### config.mk
export PLATFORM = sky130hd
export DESIGN_NAME = cbf_top
export DESIGN_NICKNAME = d
export VERILOG_FILES = /design/src/design/cbf_pkg.sv /design/src/design/cbf_byte_dec.sv /design/src/design/cbf_top.sv
export VERILOG_INCLUDE_DIRS = /design/src /design/src/design
export SDC_FILE = /design/constraint.sdc
export NUM_CORES = 1
export LEC_CHECK = 0
export ABC_AREA = 1
export BUFFER_PORTS_ARGS = -buffer_cell sky130_fd_sc_hd__clkbuf_2
export CAP_MARGIN = 25
export CORE_UTILIZATION = 51
export DETAILED_ROUTE_END_ITERATION = 8
export PLACE_DENSITY = 0.85
export SLEW_MARGIN = 20
export SYNTH_ARGS = -nofsm -noshare
export SYNTH_HDL_FRONTEND = slang
export SYNTH_HIERARCHICAL = 1
export SYNTH_SLANG_ARGS = --single-unit
### constraint.sdc
create_clock -name clk_sys -period 2.8 [get_ports clk_sys]
set_input_delay 0.28 -clock clk_sys [delete_from_list [all_inputs] [get_ports clk_sys]]
set_output_delay 0.28 -clock clk_sys [all_outputs]
set_load 0.005 [all_outputs]
### src/design/cbf_cfg.svh
// Constants for the cache byte enable and forwarding block
`ifndef CBF_CFG_SVH
`define CBF_CFG_SVH
`define CBF_OFS_SCR 8'h00
`define CBF_OFS_ASYNC_FAULT_ADDR_REG 8'h04
`define CBF_OFS_ASYNC_FAULT_STATUS_REG 8'h08
`define CBF_OFS_IRQ_STAT 8'h0C
`define CBF_OFS_IRQ_CLR 8'h10
`define CBF_OFS_IRQ_EN 8'h14
`define CBF_OFS_ASI 8'h18
`define CBF_SCR_WRAP_BIT 21
`define CBF_ASYNC_FAULT_STATUS_REG_SE_BIT 13
`define CBF_ASYNC_FAULT_STATUS_REG_UC_BIT 0
`define CBF_ASYNC_FAULT_STATUS_REG_TO_BIT 1
`define CBF_ASYNC_FAULT_STATUS_REG_BE_BIT 2
`define CBF_ASYNC_FAULT_STATUS_REG_RR_BIT 3
`define CBF_SCR_RESET 32'h00004000
`define CBF_SCR_RO_MASK 32'hFF000000
`define CBF_CTRL_ASI 8'h04
`define CBF_LINE_BEATS 4
`endif

### src/design/cbf_pkg.sv
// Types for the cache byte enable and forwarding block
package cbf_pkg;
  typedef enum logic [1:0] {
    CBF_IDLE = 2'b00,
    CBF_FIRST = 2'b01,
    CBF_REST = 2'b10
  } cbf_state_t;
endpackage

### src/design/cbf_byte_dec.sv
// Byte write enable decoder
`timescale 1ns/1ns
module cbf_byte_dec (
  input wire logic clk_sys, // System clock
  input wire logic reset_n, // Synchronous reset, active low
  input wire logic wr_en, // Cache write access this cycle
  input wire logic [2:0] addr_lo, // Low address bits
  input wire logic [1:0] access_size, // 00 byte .. 11 doubleword
  output logic [7:0] cache_byte_wr_en_n // Lane 0 is byte at N (bits 63:56)
);
  typedef struct packed {
    logic [7:0] be_n;
  } cbf_dec_st_t;
  cbf_dec_st_t st_reg;
  cbf_dec_st_t st_next;

  // Lane i set when its index lies inside the aligned span
  function automatic logic [7:0] cbf_lanes(input logic [1:0] sz, input logic [2:0] a);
    logic [7:0] m;
    m = 8'h00;
    for (int i = 0; i < 8; i++) begin
      unique case (sz)
        2'b00: m[i] = (3'(i) == a);
        2'b01: m[i] = (3'(i) >> 1) == (a >> 1);
        2'b10: m[i] = (3'(i) >> 2) == (a >> 2);
        2'b11: m[i] = 1'b1;
      endcase
    end
    return m;
  endfunction

  always_comb begin
    st_next = st_reg;
    st_next.be_n = 8'hFF;
    if (wr_en) begin
      st_next.be_n = ~cbf_lanes(access_size, addr_lo);
    end
  end

  always_ff @(posedge clk_sys) begin
    if (!reset_n) begin
      st_reg <= '{be_n: 8'hFF};
    end else begin
      st_reg <= st_next;
    end
  end

  assign cache_byte_wr_en_n = st_reg.be_n;

  property p_byte_full;
    @(posedge clk_sys) disable iff (!reset_n)
      (wr_en && access_size == 2'b11) |=> (cache_byte_wr_en_n == 8'h00);
  endproperty
  a_byte_full: assert property (p_byte_full) else $error("doubleword lanes wrong");
  property p_byte_idle;
    @(posedge clk_sys) disable iff (!reset_n) !wr_en |=> (cache_byte_wr_en_n == 8'hFF);
  endproperty
  a_byte_idle: assert property (p_byte_idle) else $error("lanes active outside write");
  property p_byte_one;
    @(posedge clk_sys) disable iff (!reset_n)
      (wr_en && access_size == 2'b00) |=> (cache_byte_wr_en_n == ~(8'h01 << $past(addr_lo)));
  endproperty
  a_byte_one: assert property (p_byte_one) else $error("byte lane wrong");
endmodule // cbf_byte_dec

### src/design/cbf_top.sv
// Cache byte enables, read miss forwarding and control registers
`timescale 1ns/1ns
`include "cbf_cfg.svh"
// Behaviour
// - Eight active-low byte write enables from low address and size.
// - Lane 0 is byte N (bits 63:56), lane 7 is N+7.
// - Byte one lane, halfword two, word four, doubleword all eight.
// - Forward read miss data only while wrap enable is set.
// - Line request starts at missed doubleword and wraps at line end.
// - Strobe first data to processor and release hold; fill continues.
// - For doubleword requests strobe every valid fill beat.
// - With wrap enable set, bus error after first beat acknowledged invalidates the line.
// - With wrap enable set, retry after first beat acknowledged becomes an asynchronous error.
// - Async error updates fault address, status and system error bit 13.
// - Control fields writable except hardwired implementation and version.
// - Control registers written only with alternate space identifier 4; read from any space.
// - Fault address and status registers are read-only.
// - A line is 32 bytes, four doubleword beats.
// - Wrap enable sits at bit 21 of system control register.
module cbf_top import cbf_pkg::*; #(
  parameter logic [3:0] IMPLEMENTATION_FIELD_ID = 4'h3, // Arbitrary value
  parameter logic [3:0] VER_ID = 4'h5 // Arbitrary value
) (
  input wire logic clk_sys, // System clock
  input wire logic reset_n, // Synchronous reset, active low
  input wire logic [7:0] wb_adr_i, // Wishbone byte address
  input wire logic [31:0] wb_dat_i, // Wishbone write data
  output logic [31:0] wb_dat_o, // Wishbone read data
  input wire logic wb_we_i, // Wishbone write
  input wire logic [3:0] wb_sel_i, // Wishbone byte selects
  input wire logic wb_cyc_i, // Wishbone cycle
  input wire logic wb_stb_i, // Wishbone strobe
  output logic wb_ack_o, // Wishbone acknowledge
  input wire logic [7:0] alt_space_id, // Space id of the processor access
  input wire logic cache_wr, // Processor cache write access
  input wire logic [31:0] internal_addr_bus, // Processor address
  input wire logic [1:0] access_size, // Access size
  output logic [7:0] cache_byte_wr_en_n, // Byte write enables, active low
  input wire logic miss_req, // Read miss pulse
  input wire logic miss_dw, // Processor asked for a doubleword
  output logic cpu_hold, // Pipeline hold
  output logic cpu_data_strobe, // Data strobe to processor
  output logic [63:0] internal_data_bus, // Data to processor and cache
  output logic cache_fill_we, // Write fill beat into cache
  output logic [1:0] cache_fill_beat, // Doubleword index in line
  output logic line_inval, // Invalidate the filled line, pulse
  output logic mem_req, // Line request to memory bus
  output logic [31:0] mem_addr, // Line request address
  input wire logic mem_ack, // Data beat acknowledged
  input wire logic [63:0] mem_data, // Beat data
  input wire logic uncorrectable_error, // Beat error: uncorrectable
  input wire logic timeout_error, // Beat error: timeout
  input wire logic bus_error, // Beat error: bus error
  input wire logic mem_retry, // Retry or relinquish response
  output logic irq // Level interrupt
);
  typedef struct packed {
    cbf_state_t st;
    logic [31:0] system_control_reg;
    logic [31:0] async_fault_addr_reg;
    logic [31:0] async_fault_status_reg;
    logic [1:0] irq_stat;
    logic [1:0] irq_en;
    logic [31:0] addr;
    logic [1:0] beat;
    logic fwd;
    logic dw;
    logic hold;
    logic strobe;
    logic [63:0] data;
    logic fill_we;
    logic inval;
    logic req;
    logic ack;
    logic [31:0] rdat;
  } cbf_top_st_t;
  cbf_top_st_t s_reg;
  cbf_top_st_t s_next;

  logic wb_hit;
  logic ctl_space;
  logic beat_err;
  logic late_err;
  logic [31:0] wdat;

  // Byte-select merge, used only by the system control register
  function automatic logic [31:0] cbf_merge(input logic [31:0] old,
                                            input logic [31:0] nw,
                                            input logic [3:0] sel);
    logic [31:0] r;
    r = old;
    for (int b = 0; b < 4; b++) begin
      if (sel[b]) begin
        r[b*8 +: 8] = nw[b*8 +: 8];
      end
    end
    return r;
  endfunction

  cbf_byte_dec u_dec (
    .clk_sys(clk_sys),
    .reset_n(reset_n),
    .wr_en(cache_wr),
    .addr_lo(internal_addr_bus[2:0]),
    .access_size(access_size),
    .cache_byte_wr_en_n(cache_byte_wr_en_n)
  );

  assign ctl_space = (alt_space_id == `CBF_CTRL_ASI);
  assign wb_hit = wb_cyc_i && wb_stb_i && !s_reg.ack;
  assign beat_err = uncorrectable_error || timeout_error || bus_error;
  // Any error or retry once the first beat is behind us
  assign late_err = (s_reg.st == CBF_REST) && mem_ack && (beat_err || mem_retry);
  assign wdat = wb_dat_i;

  always_comb begin
    s_next = s_reg;
    s_next.ack = wb_hit;
    s_next.strobe = 1'b0;
    s_next.fill_we = 1'b0;
    s_next.inval = 1'b0;
    // Register bus; reads from any space, writes only from the control space
    if (wb_hit) begin
      s_next.rdat = 32'h00000000;
      unique case (wb_adr_i)
        `CBF_OFS_SCR: s_next.rdat = {IMPLEMENTATION_FIELD_ID, VER_ID, s_reg.system_control_reg[23:0]};
        `CBF_OFS_ASYNC_FAULT_ADDR_REG: s_next.rdat = s_reg.async_fault_addr_reg;
        `CBF_OFS_ASYNC_FAULT_STATUS_REG: s_next.rdat = s_reg.async_fault_status_reg;
        `CBF_OFS_IRQ_STAT: s_next.rdat = {30'h00000000, s_reg.irq_stat};
        `CBF_OFS_IRQ_EN: s_next.rdat = {30'h00000000, s_reg.irq_en};
        `CBF_OFS_ASI: s_next.rdat = {31'h00000000, ctl_space};
        default: s_next.rdat = 32'h00000000;
      endcase
      if (wb_we_i && ctl_space) begin
        unique case (wb_adr_i)
          `CBF_OFS_SCR: begin
            s_next.system_control_reg = cbf_merge(s_reg.system_control_reg, wdat, wb_sel_i) & ~`CBF_SCR_RO_MASK;
          end
          `CBF_OFS_IRQ_CLR: s_next.irq_stat = s_reg.irq_stat & ~wdat[1:0];
          `CBF_OFS_IRQ_EN: s_next.irq_en = wdat[1:0];
          default: ; // Fault registers ignore stores
        endcase
      end
    end
    unique case (s_reg.st)
      CBF_IDLE: begin
        if (miss_req) begin
          s_next.st = CBF_FIRST;
          s_next.addr = {internal_addr_bus[31:3], 3'b000};
          s_next.beat = internal_addr_bus[4:3];
          s_next.fwd = s_reg.system_control_reg[`CBF_SCR_WRAP_BIT];
          s_next.dw = miss_dw;
          s_next.hold = 1'b1;
          s_next.req = 1'b1;
        end
      end
      CBF_FIRST: begin
        if (mem_ack) begin
          s_next.req = 1'b0;
          s_next.data = mem_data;
          s_next.fill_we = !beat_err && !mem_retry;
          if (beat_err || mem_retry) begin
            // First beat errors are reported synchronously elsewhere
            s_next.st = CBF_IDLE;
            s_next.hold = 1'b0;
          end else begin
            s_next.beat = s_reg.beat + 2'd1;
            s_next.st = CBF_REST;
            if (s_reg.fwd) begin
              s_next.strobe = 1'b1;
              s_next.hold = 1'b0;
            end
          end
        end
      end
      CBF_REST: begin
        if (mem_ack) begin
          s_next.data = mem_data;
          s_next.fill_we = !late_err;
          s_next.strobe = s_reg.fwd && s_reg.dw && !late_err;
          s_next.beat = s_reg.beat + 2'd1;
          if (late_err || s_next.beat == s_reg.addr[4:3]) begin
            s_next.st = CBF_IDLE;
            s_next.hold = 1'b0;
          end
          if (late_err && s_reg.fwd) begin
            s_next.inval = 1'b1;
            s_next.async_fault_addr_reg = s_reg.addr;
            s_next.async_fault_status_reg = 32'h00000000;
            s_next.async_fault_status_reg[`CBF_ASYNC_FAULT_STATUS_REG_SE_BIT] = 1'b1;
            s_next.async_fault_status_reg[`CBF_ASYNC_FAULT_STATUS_REG_UC_BIT] = uncorrectable_error;
            s_next.async_fault_status_reg[`CBF_ASYNC_FAULT_STATUS_REG_TO_BIT] = timeout_error;
            s_next.async_fault_status_reg[`CBF_ASYNC_FAULT_STATUS_REG_BE_BIT] = bus_error;
            s_next.async_fault_status_reg[`CBF_ASYNC_FAULT_STATUS_REG_RR_BIT] = mem_retry;
          end
        end
      end
      default: s_next.st = CBF_IDLE;
    endcase
    // Event flags: set wins over a same-cycle clear
    if (s_next.inval) begin
      s_next.irq_stat[0] = 1'b1;
    end
    if (s_reg.st != CBF_IDLE && s_next.st == CBF_IDLE) begin
      s_next.irq_stat[1] = 1'b1;
    end
  end

  always_ff @(posedge clk_sys) begin
    if (!reset_n) begin
      s_reg <= '0;
      s_reg.system_control_reg <= `CBF_SCR_RESET;
      s_reg.st <= CBF_IDLE;
    end else begin
      s_reg <= s_next;
    end
  end

  assign wb_ack_o = s_reg.ack;
  assign wb_dat_o = s_reg.rdat;
  assign cpu_hold = s_reg.hold;
  assign cpu_data_strobe = s_reg.strobe;
  assign internal_data_bus = s_reg.data;
  assign cache_fill_we = s_reg.fill_we;
  assign cache_fill_beat = s_reg.beat - 2'd1;
  assign line_inval = s_reg.inval;
  assign mem_req = s_reg.req;
  assign mem_addr = s_reg.addr;
  assign irq = |(s_reg.irq_stat & s_reg.irq_en);

  property p_wrap_gate;
    @(posedge clk_sys) disable iff (!reset_n)
      (s_reg.st == CBF_FIRST && mem_ack && !beat_err && !mem_retry && !s_reg.fwd)
        |=> !cpu_data_strobe && cpu_hold;
  endproperty
  a_wrap_gate: assert property (p_wrap_gate) else $error("forward without wrap");
  property p_first_fwd;
    @(posedge clk_sys) disable iff (!reset_n)
      (s_reg.st == CBF_FIRST && mem_ack && !beat_err && !mem_retry && s_reg.fwd)
        |=> cpu_data_strobe && !cpu_hold && cache_fill_we;
  endproperty
  a_first_fwd: assert property (p_first_fwd) else $error("first beat not forwarded");
  property p_miss_addr;
    @(posedge clk_sys) disable iff (!reset_n)
      (s_reg.st == CBF_IDLE && miss_req)
        |=> mem_req && mem_addr[31:3] == $past(internal_addr_bus[31:3]);
  endproperty
  a_miss_addr: assert property (p_miss_addr) else $error("line request address");
  logic async_se;
  assign async_se = s_reg.async_fault_status_reg[`CBF_ASYNC_FAULT_STATUS_REG_SE_BIT];
  property p_late;
    @(posedge clk_sys) disable iff (!reset_n)
      (late_err && s_reg.fwd) |=> line_inval && async_se && s_reg.st == CBF_IDLE;
  endproperty
  a_late: assert property (p_late) else $error("late error not handled");
  property p_ro;
    @(posedge clk_sys) disable iff (!reset_n)
      (wb_hit && wb_we_i && (wb_adr_i == `CBF_OFS_ASYNC_FAULT_ADDR_REG || wb_adr_i == `CBF_OFS_ASYNC_FAULT_STATUS_REG)
        && !late_err) |=> $stable(s_reg.async_fault_addr_reg) && $stable(s_reg.async_fault_status_reg);
  endproperty
  a_ro: assert property (p_ro) else $error("fault register written");
  property p_asi;
    @(posedge clk_sys) disable iff (!reset_n)
      (wb_hit && wb_we_i && !ctl_space) |=> $stable(s_reg.system_control_reg);
  endproperty
  a_asi: assert property (p_asi) else $error("write outside control space");
  property p_hw_id;
    @(posedge clk_sys) disable iff (!reset_n)
      (wb_hit && !wb_we_i && wb_adr_i == `CBF_OFS_SCR) |=> wb_dat_o[31:24] == {IMPLEMENTATION_FIELD_ID, VER_ID};
  endproperty
  a_hw_id: assert property (p_hw_id) else $error("hardwired id changed");
  property p_dw_strobe;
    @(posedge clk_sys) disable iff (!reset_n)
      (s_reg.st == CBF_REST && mem_ack && !late_err && s_reg.fwd && s_reg.dw)
        |=> cpu_data_strobe;
  endproperty
  a_dw_strobe: assert property (p_dw_strobe) else $error("fill beat not strobed");
  c_fwd: cover property (@(posedge clk_sys) disable iff (!reset_n) cpu_data_strobe ##1 cpu_data_strobe);
  c_late: cover property (@(posedge clk_sys) disable iff (!reset_n) line_inval);
  c_irq: cover property (@(posedge clk_sys) disable iff (!reset_n) irq);
endmodule // cbf_top

# Word-level counts from Yosys, hierarchy flattened
# Cells that the tools add are included.
dict set report totals {
  memories 0
  romBits 0
  word_cells 153
  input_bits 163
  reg_bits 207
  output_inout_bits 145
  latch_bits 0
  mem_bits_rw 0
}
dict set report classes {
  reduce_logical 49
  n_lt_le_gt_ge 0
  shifts 0
  div_mod_pow 0
  bitwise_logic 4
  multipliers 0
  eq_ne 29
  n_mux 47
  addsub 2
}
# operator count
set ops {}
lappend ops {{case mux 32 bit (6 select lines)} 1}
lappend ops {{case mux 66 bit (2 select lines)} 1}
lappend ops {{2-to-1 mux 68 bit} 1}
lappend ops {{2-to-1 mux 67 bit} 1}
lappend ops {{case mux 1 bit (4 select lines)} 8}
lappend ops {{equality test 8 x 5 -> 1 bit (second input constant)} 3}
lappend ops {{2-to-1 mux 2 bit} 11}
lappend ops {{AND reduction 3 bit} 6}
lappend ops {{nonzero test 2 bit} 9}
lappend ops {{2-to-1 mux 1 bit} 17}
lappend ops {{equality test 8 x 3 -> 1 bit (second input constant)} 2}
lappend ops {{equality test 8 x 4 -> 1 bit (second input constant)} 2}
lappend ops {{equality test 3 bit (first input constant)} 4}
lappend ops {{case mux 2 bit (3 select lines)} 2}
lappend ops {{AND reduction 4 bit} 3}
lappend ops {{logical AND 1 bit} 10}
lappend ops {{logical NOT 3 bit} 3}
lappend ops {{logical NOT 8 bit} 1}
lappend ops {{2-to-1 mux 4 bit} 2}
lappend ops {{inequality test 2 bit (second input constant)} 4}
lappend ops {{NOT 8 bit} 1}
lappend ops {{equality test 2 bit (second input constant)} 3}
lappend ops {{equality test 2 x 3 -> 1 bit (first input constant)} 2}
lappend ops {{logical NOT 2 bit} 3}
lappend ops {{other kinds (21)} 31}

# Logic depth before layout (Yosys ltp)
# Gate-level depths: netlist of the first run.
dict set report logic_depth {
  ltp_word 12
  ltp_mapped 11
  mapped_depth_nobuf 11
}

# Hierarchy
# The synthesis of the first run kept the hierarchy.
# mod seq_area_each_um2 cells_each instances area_per_inst_um2
set modules_own_cells {}
lappend modules_own_cells {cbf_top 3983.8 1136 1 8653.3}
lappend modules_own_cells {cbf_byte_dec 160.2 57 1 391.6}

# Worst setup path before layout of the first run
# Ideal clock, no wire load.
dict set report synth_timing {
  path_type {reg-to-reg}
  from {register s_reg[239] in the netlist's numbering}
  to {register s_reg (netlist bit internal_data_bus[24])}
  path_buffers 2
  setup_ns 0.060
  synth_period_minus_slack_ns 1.494
  slack_ns 1.306
  path_stages_with_launch 10
  required_time_ns 2.740
  t_arrival_ns 1.435
  path_cell_list {dfxtp_1 > inv_1 > ha_1 > nand2_1 > nand2_1 > inv_1 > buf_2 > buf_1 > nand3_1 > nand2_1}
}
dict set report synth_via {
  elab_chain_len 3
  word_cells_on_any_way 7
  cone_classes {4 x eq/ne; 1 x mux; 2 x reduce/logical}
}
# element line
set synth_rtl {}
lappend synth_rtl {{start: declaration} cbf_top.sv:77} ;# cbf_top_st_t s_reg;
lappend synth_rtl {{start signal: assignment} cbf_top.sv:215} ;# s_reg <= s_next;
lappend synth_rtl {{equality test 2 x 1 -> 1 bit or equality test 2 bit (tied branches)} cbf_top.sv:145} ;# unique case (s_reg.st)
lappend synth_rtl {{inequality test 2 bit (no source line) or nonzero test 2 bit (tied branches)} n/a}
lappend synth_rtl {{AND reduction 3 bit (no source line)} n/a}
# Several ways; a longest one is shown, not always the timed one.
# A chain may end at the register's enable or synchronous reset.

# Worst setup path in the final report of the first run
dict set report layout_timing {
  from {register s_reg[238] in the netlist's numbering}
  to {register s_reg[189] in the netlist's numbering}
}
dict set report layout_via {
  elab_chain_len 5
}
# element line
set layout_rtl {}
lappend layout_rtl {{equality test 2 bit *} {cbf_top.sv:113, cbf_top.sv:145}}
lappend layout_rtl {{logical AND 1 bit (2 in a row)} cbf_top.sv:113} ;# assign late_err = (s_reg.st == CBF_REST) && mem_ack && (beat_err || mem_retry);
lappend layout_rtl {{logical AND 1 bit} cbf_top.sv:186} ;# if (late_err && s_reg.fwd) begin
lappend layout_rtl {{AND reduction 3 bit (no source line) *} n/a}
# Mark *: on every way between the ends. The rest lies on a longest branch, timed or not.

==> qor.yml, run 1 <==
status: "complete, no violations"
fp-row-count: 48
critical_path_arrival_ns: 2.38
cts-resized-gates: 0
relSlewSlack_pct: 45.8
vias_per_cell: 5.15
multiInputGateArea_mm2: 0.00328
first_global_vias: 7578
power_mw: 6.74
fill_cells: 1511
synth_ff_type: "dfxtp_1"
setup_viol: 0
clk_pin_slew_worst_paths_ns: 0.06
worstSkewPairLatency_ns: 0.49
worst_pin_slew_ns: 0.811
crit_family: "buffers and inverters"
synth_edf_count: 0
dieArea_mm2: 0.0183
antenna_found_initial: 0
synth_area_per_cell_um2: 7.58
start_util_pct: 52.3
grt_start_max_net_pins: 157
drv_cap: 0
hold_class: "input pin to flip-flop"
yosysUniqueCellTypes: 35
num_vias: 8208
core_mm2: 0.0173
hold_violations: 0
place_congestion: 0.882
dieWidth_um: 135
cts_made_buffers: 22
dr.pass1.iters: 5
grt_pass1_wl_um: 36200
rsz0062_at_grt: "no"
critical_path.max_fanout: 52
max_stage_delay_ns: 0.43
fin_crit_sh_pct: 70.4
ys_seq_area_share_pct: 45.8
grtUsageTotal_pct: 24.5
cp_cell_sequence: "inv_1 > ha_1 > nand2_1 > nor2_1 > nand2_2 > buf_4 > o21ai_0 > a21oi_1"
cts_tree: "yes"
cp-start-kind: "flip-flop"
hold_buffers: 25
peakVddDrop_v: 0.000449
synthTopCellsByArea: "dfxtp_1, buf_4, nand2_1"
end_kind: "flip-flop"
clkSinkCount: 207
crit_type: "flip-flop to flip-flop"
dp_hpwl_um: 15700
largest_reg_flops: 67
period_minus_slack_ns: 1.97
dieHeight_um: 135
cp.required_ns: 3.21
wirelength_um: 23300
setup_tns_ns: 0
drv_slew: 0
ff2ff_setup_slack_ns: 0.83
critical_path_buf_inv_count: 2
cts_max_path_buffers: 3
drive_above_1_share_pct: 27.2
drcViolationCount: 0
skew_ns: 0.00877
cts_root_buf: "clkbuf_16"
boundaryPins: 308
postCtsSetupBuffers: 0
synth-async-reset-ratio_pct: 0
ys_ff_latch: 207
synthCells: 1193
fmax_mhz: 507
syn_area_mm2: 0.00904
io_buffers: 295
drtIter0Drc: 542
crit_slowest_cell: "buf_4"
htreeDepth: 1
seqCellArea_mm2: 0.00414
yosysTopAreaCell: "dfxtp_1"
ant_nets: 0
area_growth_pct: 18.0
netlist.area_leader.share_pct: 45.8
yosys_warnings: 6
avgRoutedWirePerCell_um: 14.6
nets: 1519
p_per_area_mw_per_mm2: 631
antenna_cells: 0
leakage_nw: 4.99
overflow: 0
==> cells in the mapped netlist (3+ instances only) <==
library cell / instances
inv_1: 83
a21oi_1: 97
buf_6: 6
dfxtp_1: 207
nand2_1: 202
nor2_1: 86
nand4_1: 6
nand2_2: 5
buf_1: 9
clkbuf_1: 39
ha_1: 4
nand3_1: 148
buf_4: 129
inv_2: 8
o22ai_1: 19
nor2_2: 7
o21ai_0: 92
nor3_1: 3
buf_2: 14
o21ai_1: 11
==> layout by cell type, fill, tap and decap left out, drive strengths merged <==
master         n
nor3           3
o22ai         19
o21a           2
clkbuf       327
bufinv         3
dlygate4sd3   25
a211oi         1
nor2          95
inv           92
a31o           1
and3           1
clkinv         4
conb           3
o21ai        104
ha             4
nand4          6
buf           11
o211ai         2
nand2        207
a21boi         1
nor4           1
a22o           1
dfxtp        207
a21oi         98
nand3        150
==> per-layer routing <==
metal,up-vias,global-route usage [%],routed length (um)
met2,355,40.6,11000
met4,0,10.1,865
met5,-,0,0
li1,4073,-,-
met3,64,4.26,1550
met1,3716,31.5,9860
==> area by class of cell <==
class / count / share of cell area, %
clock inverters: 7 / 1.03
clock buffers: 33 / 6.31
repair buffers: 330 / 17.1
well taps: 225 / 2.64
multi-input cells: 699 / 30.8
flip-flops and latches: 207 / 38.8
inverters: 92 / 3.26
==> worst paths after layout <==
path / depth (start not counted) / startpoint / end
hold reg to reg: 2 / s_reg[202] / s_reg[202]
hold / removal: 3 / mem_data[32] / internal_data_bus[32]
setup / recovery: 8 / s_reg[238] / s_reg[189]
setup reg to reg: 8 / s_reg[238] / s_reg[189]
==> logic make-up after synthesis <==
| logic type | synth area share (%) |
|---|---|
| fa+ha+maj | 0.553 |
| buf+inv | 18.1 |
| flops | 45.8 |
| compound gates | 13.3 |
| simple gates | 22.3 |
| other cells | 0.0415 |
==> report_power, final <==
group	switching [mW]	internal, mW
clock network	1.15	1.93
logic	0.339	0.236
registers	0.0569	3.02
total	1.55	5.19
==> per-stage QoR <==
stage	cell area [um^2]	cells	hold WS (ns)	util, %	setup slack (ns)
floorplan	9050	1195	0.406	-	1.31
global placement	9640	1528	0.438	55.7	0.952
detailed placement	9640	1528	0.444	55.7	0.925
CTS	10700	1593	0.000140	61.7	0.861
global route	10700	1593	0.00390	61.7	0.641
finish	10700	1593	0.0115	61.7	0.829
==> worst min-delay path, cell delays in order <==
cell and delay [ns]:
clkbuf_2 0.07, nand3_1 0.06, nand2_1 0.06
Power figures use the tool's default switching activity.
==> run 2, diff against run 1 <==
--- a/config.mk
+++ b/config.mk
@@ -6,12 +6,12 @@
 export SDC_FILE = /design/constraint.sdc
 export NUM_CORES = 1
 export LEC_CHECK = 0
-export ABC_AREA = 1
+export ABC_AREA = 0
 export BUFFER_PORTS_ARGS = -buffer_cell sky130_fd_sc_hd__clkbuf_2
 export CAP_MARGIN = 25
-export CORE_UTILIZATION = 51
+export CORE_UTILIZATION = 50
 export DETAILED_ROUTE_END_ITERATION = 8
-export PLACE_DENSITY = 0.85
+export PLACE_DENSITY = 0.84
 export SLEW_MARGIN = 20
 export SYNTH_ARGS = -nofsm -noshare
 export SYNTH_HDL_FRONTEND = slang
==> constraint.sdc (replaced) <==
create_clock -name clk_sys -period 1.9 [get_ports clk_sys]
set_input_delay 0.19 -clock clk_sys [delete_from_list [all_inputs] [get_ports clk_sys]]
set_output_delay 0.19 -clock clk_sys [all_outputs]
set_load 0.005 [all_outputs]
==> run 2 against run 1 <==
  * Setup slack worse by 0.75 ns
  * Critical endpoint is now internal_data_bus[28]
  * Flip-flop and latch count unchanged
  * Power up 48%
  * Combinational power up 61%
  * Cell count down 7.3%
  * Largest cell class unchanged
  * First-iteration DRC count down 1.8%
  * Clock power up 48%
  * Die area down 3.2%
  * Largest power group unchanged
==> qor.yml, run 2 <==
nets: 1409  # -7.2%
start_util_pct: 51.5  # -0.76 points
fin_crit_sh_pct: 96.1  # +26 points
skew_ns: 0.0113  # +0.00254 ns
relSlewSlack_pct: 48.4  # +2.5 points
met2_length_um: 12100  # +9.6%
hold_class: "input pin to flip-flop"
antenna_cells: 0  # unchanged
fin_hold_ws_ns: 0.0565  # +0.0450 ns
yosysTopAreaCell: "dfxtp_1"
critical_path_arrival_ns: 2.20  # -0.18 ns
ys_ff_latch: 207  # unchanged
finish.utilization_pct: 69.1  # +7.4 points
synth_ff_type: "dfxtp_1"
synth_area_per_cell_um2: 8.99  # +19%
rsz0062_at_grt: "no"
drive_above_1_share_pct: 30.1  # +2.9 points
synthTopCellsByArea: "dfxtp_1, buf_4, a22o_1"
design_area_mm2: 0.0115  # +7.8%
p_per_area_mw_per_mm2: 868  # +38%
cts_max_path_buffers: 3  # unchanged
setup_viol: 0  # unchanged
synthSimpleGateAreaFrac_pct: 15.7  # -6.5 points
dr.pass1.iters: 5  # unchanged
synth_top_family_by_area: "compound AO/OA/AOI/OAI gates"
synth-async-reset-ratio_pct: 0  # unchanged
core_mm2: 0.0166  # -3.8%
drv_cap: 0  # unchanged
overflow: 0  # unchanged
htreeDepth: 1  # unchanged
drcViolationCount: 0  # unchanged
synth_xor_area_share_pct: 0.204  # +0.20 points
cts_tree: "yes"
synth_fa_ha_area_share_pct: 0.584  # +0.030 points
crit_type: "flip-flop to flip-flop"
synth_top_cells_by_count: "dfxtp_1, nand2_1, buf_4, a21oi_1, nor2_1"
synthCells: 954  # -20%
end_kind: "flip-flop"
post_dp_cell_area_mm2: 0.00943  # -2.2%
vias_per_cell: 5.35  # +3.9%
ant_nets: 0  # unchanged
dp_hpwl_um: 15400  # -2.1%
hold_violations: 0  # unchanged
grt_start_max_net_pins: 101  # -36%
setup_tns_ns: 0  # unchanged
boundaryPins: 308  # unchanged
grtUsageTotal_pct: 27.4  # +2.9 points
fmax_mhz: 548  # +8.0%
yosysMostFrequentCell: "dfxtp_1"
grt_pass1_wl_um: 38800  # +7.2%
yosys_warnings: 6  # unchanged
leakage_nw: 5.15  # +3.2%
area_growth_pct: 34.2
cp.required_ns: 2.28  # -0.93 ns
post-place-cells: 1312  # -14%
netlist.area_leader.share_pct: 48.3  # +2.5 points
final_common_cell: "clkbuf_2"
dieArea_mm2: 0.0177  # -3.2%
met1_length_um: 10500  # +7.0%
synthMuxAreaShare_pct: 3.27  # +3.3 points
largest_reg_flops: 67  # unchanged
clk_pin_slew_worst_paths_ns: 0.06  # about the same
fin_cells: 1477  # -7.3%
first_global_vias: 7582  # +0.053%
antenna_found_initial: 0  # unchanged
wirelength_um: 25300  # +8.5%
top_layer_used: "met4"
cts_made_buffers: 23  # +4.5%
period_minus_slack_ns: 1.83  # -0.146 ns
cp-start-kind: "flip-flop"
final_cell_mix: "clkbuf_2, dfxtp_1, nand2_1"
syn_area_mm2: 0.00858  # -5.2%
place_congestion: 0.854  # -3.2%
io_buffers: 295  # unchanged
drv_slew: 0  # unchanged
synth_edf_count: 0  # unchanged
critical_path.max_fanout: 32  # -38%
dieWidth_um: 133  # -1.6%
ys_seq_area_share_pct: 48.3  # +2.5 points
cts_root_buf: "clkbuf_16"
avgRoutedWirePerCell_um: 17.1  # +17%
num_vias: 7905  # -3.7%
drtIter0Drc: 532  # -1.8%
fp-row-count: 47  # -2.1%
synth_compound_area_share_pct: 17.7  # +4.5 points
status: "complete, no violations"
dieHeight_um: 133  # -1.6%
wl_met3_um: 1580  # +1.5%
worst_pin_slew_ns: 0.764  # -0.0472 ns
worstSkewPairLatency_ns: 0.49  # about the same
clkSinkCount: 207  # unchanged
yosysUniqueCellTypes: 52  # +49%
peakVddDrop_v: 0.000711  # +58%
[run 2: cell types whose count changed in the layout (fill, tap and decap cells not counted), sizes merged, moves of 26 or more]
cell,before,now
a22o,1,65
a22oi,0,27
dlygate4sd3,25,123
inv,92,9
mux2i,0,28
nand2,207,151
nand3,150,3
nor2,95,69
o21ai,104,9
[run 2: where the power goes]
group          internal [mW]  total, mW  switching [mW]
clock                   2.87       4.57            1.70
combinational          0.479      0.929           0.449
sequential              4.43       4.50          0.0694
total                   7.77       9.99            2.22
[run 2: routing by layer]
metal | up-vias | track usage [%]
li1 | 3729 | -
met1 | 3708 | 34.8
met2 | 383 | 45.7
met3 | 85 | 4.14
met4 | 0 | 12.9
met5 | - | 0
[run 2: through the flow]
stage,worst slack [ns],power [mW]
floorplan,0.0595,4.96
global placement,-0.0118,5.25
detailed placement,-0.0427,5.26
CTS,0.0514,10.0
global route,0.0154,10.3
finish,0.0746,9.99
[run 2: worst max-delay path, cell delays in order, from the launching register on]
cell and delay, ns:
dfxtp_1 0.32, buf_4 0.14, inv_1 0.12, ha_4 0.18
o21ai_0 0.10, buf_4 0.16, and2_2 0.22, clkbuf_16 0.22
a22o_1 0.25
[run 2: cell families (layout without fill, tap and decap cells)]
logic type,count (synthesis),count (layout)
AOI/OAI and AO/OA,229,229
other,1,3
buffers and inverters,193,494
and+or+nand+nor,290,290
DFF,207,207
xor gates and xnor gates,2,2
muxes,28,28
adders and majority gates,4,4
[run 2: cell type report]
cell class                      count  area, um^2
Fill cell                        1224        5140
Sequential cell                   207        4150
Clock inverter                      6         109
Multi-Input combinational cell    556        3270
Timing Repair Buffer              445        2990
Inverter                            9        35.0
Tap cell                          220         275
Clock buffer                       34         677
[run 2: path summary, 6_finish.rpt]
path	startpoint	to	slack (ns)	cells after the start
worst max register to register	s_reg[239]	internal_data_bus[28]	0.07	8
worst min register to register	s_reg[144]	s_reg[144]	0.45	2
worst min-delay path	internal_addr_bus[1]	u_dec/cache_byte_wr_en_n[2]	0.06	4
worst max-delay path	s_reg[239]	internal_data_bus[28]	0.07	8
[run 2: timing repair]
item	4_1_cts	5_1_grt
gates resized for setup	2	5
setup buffers	1	0
endpoints found under the hold margin	124	0
pin swaps	1	4
setup endpoints to repair	11	67
hold buffers	123	0
cloned	0	1
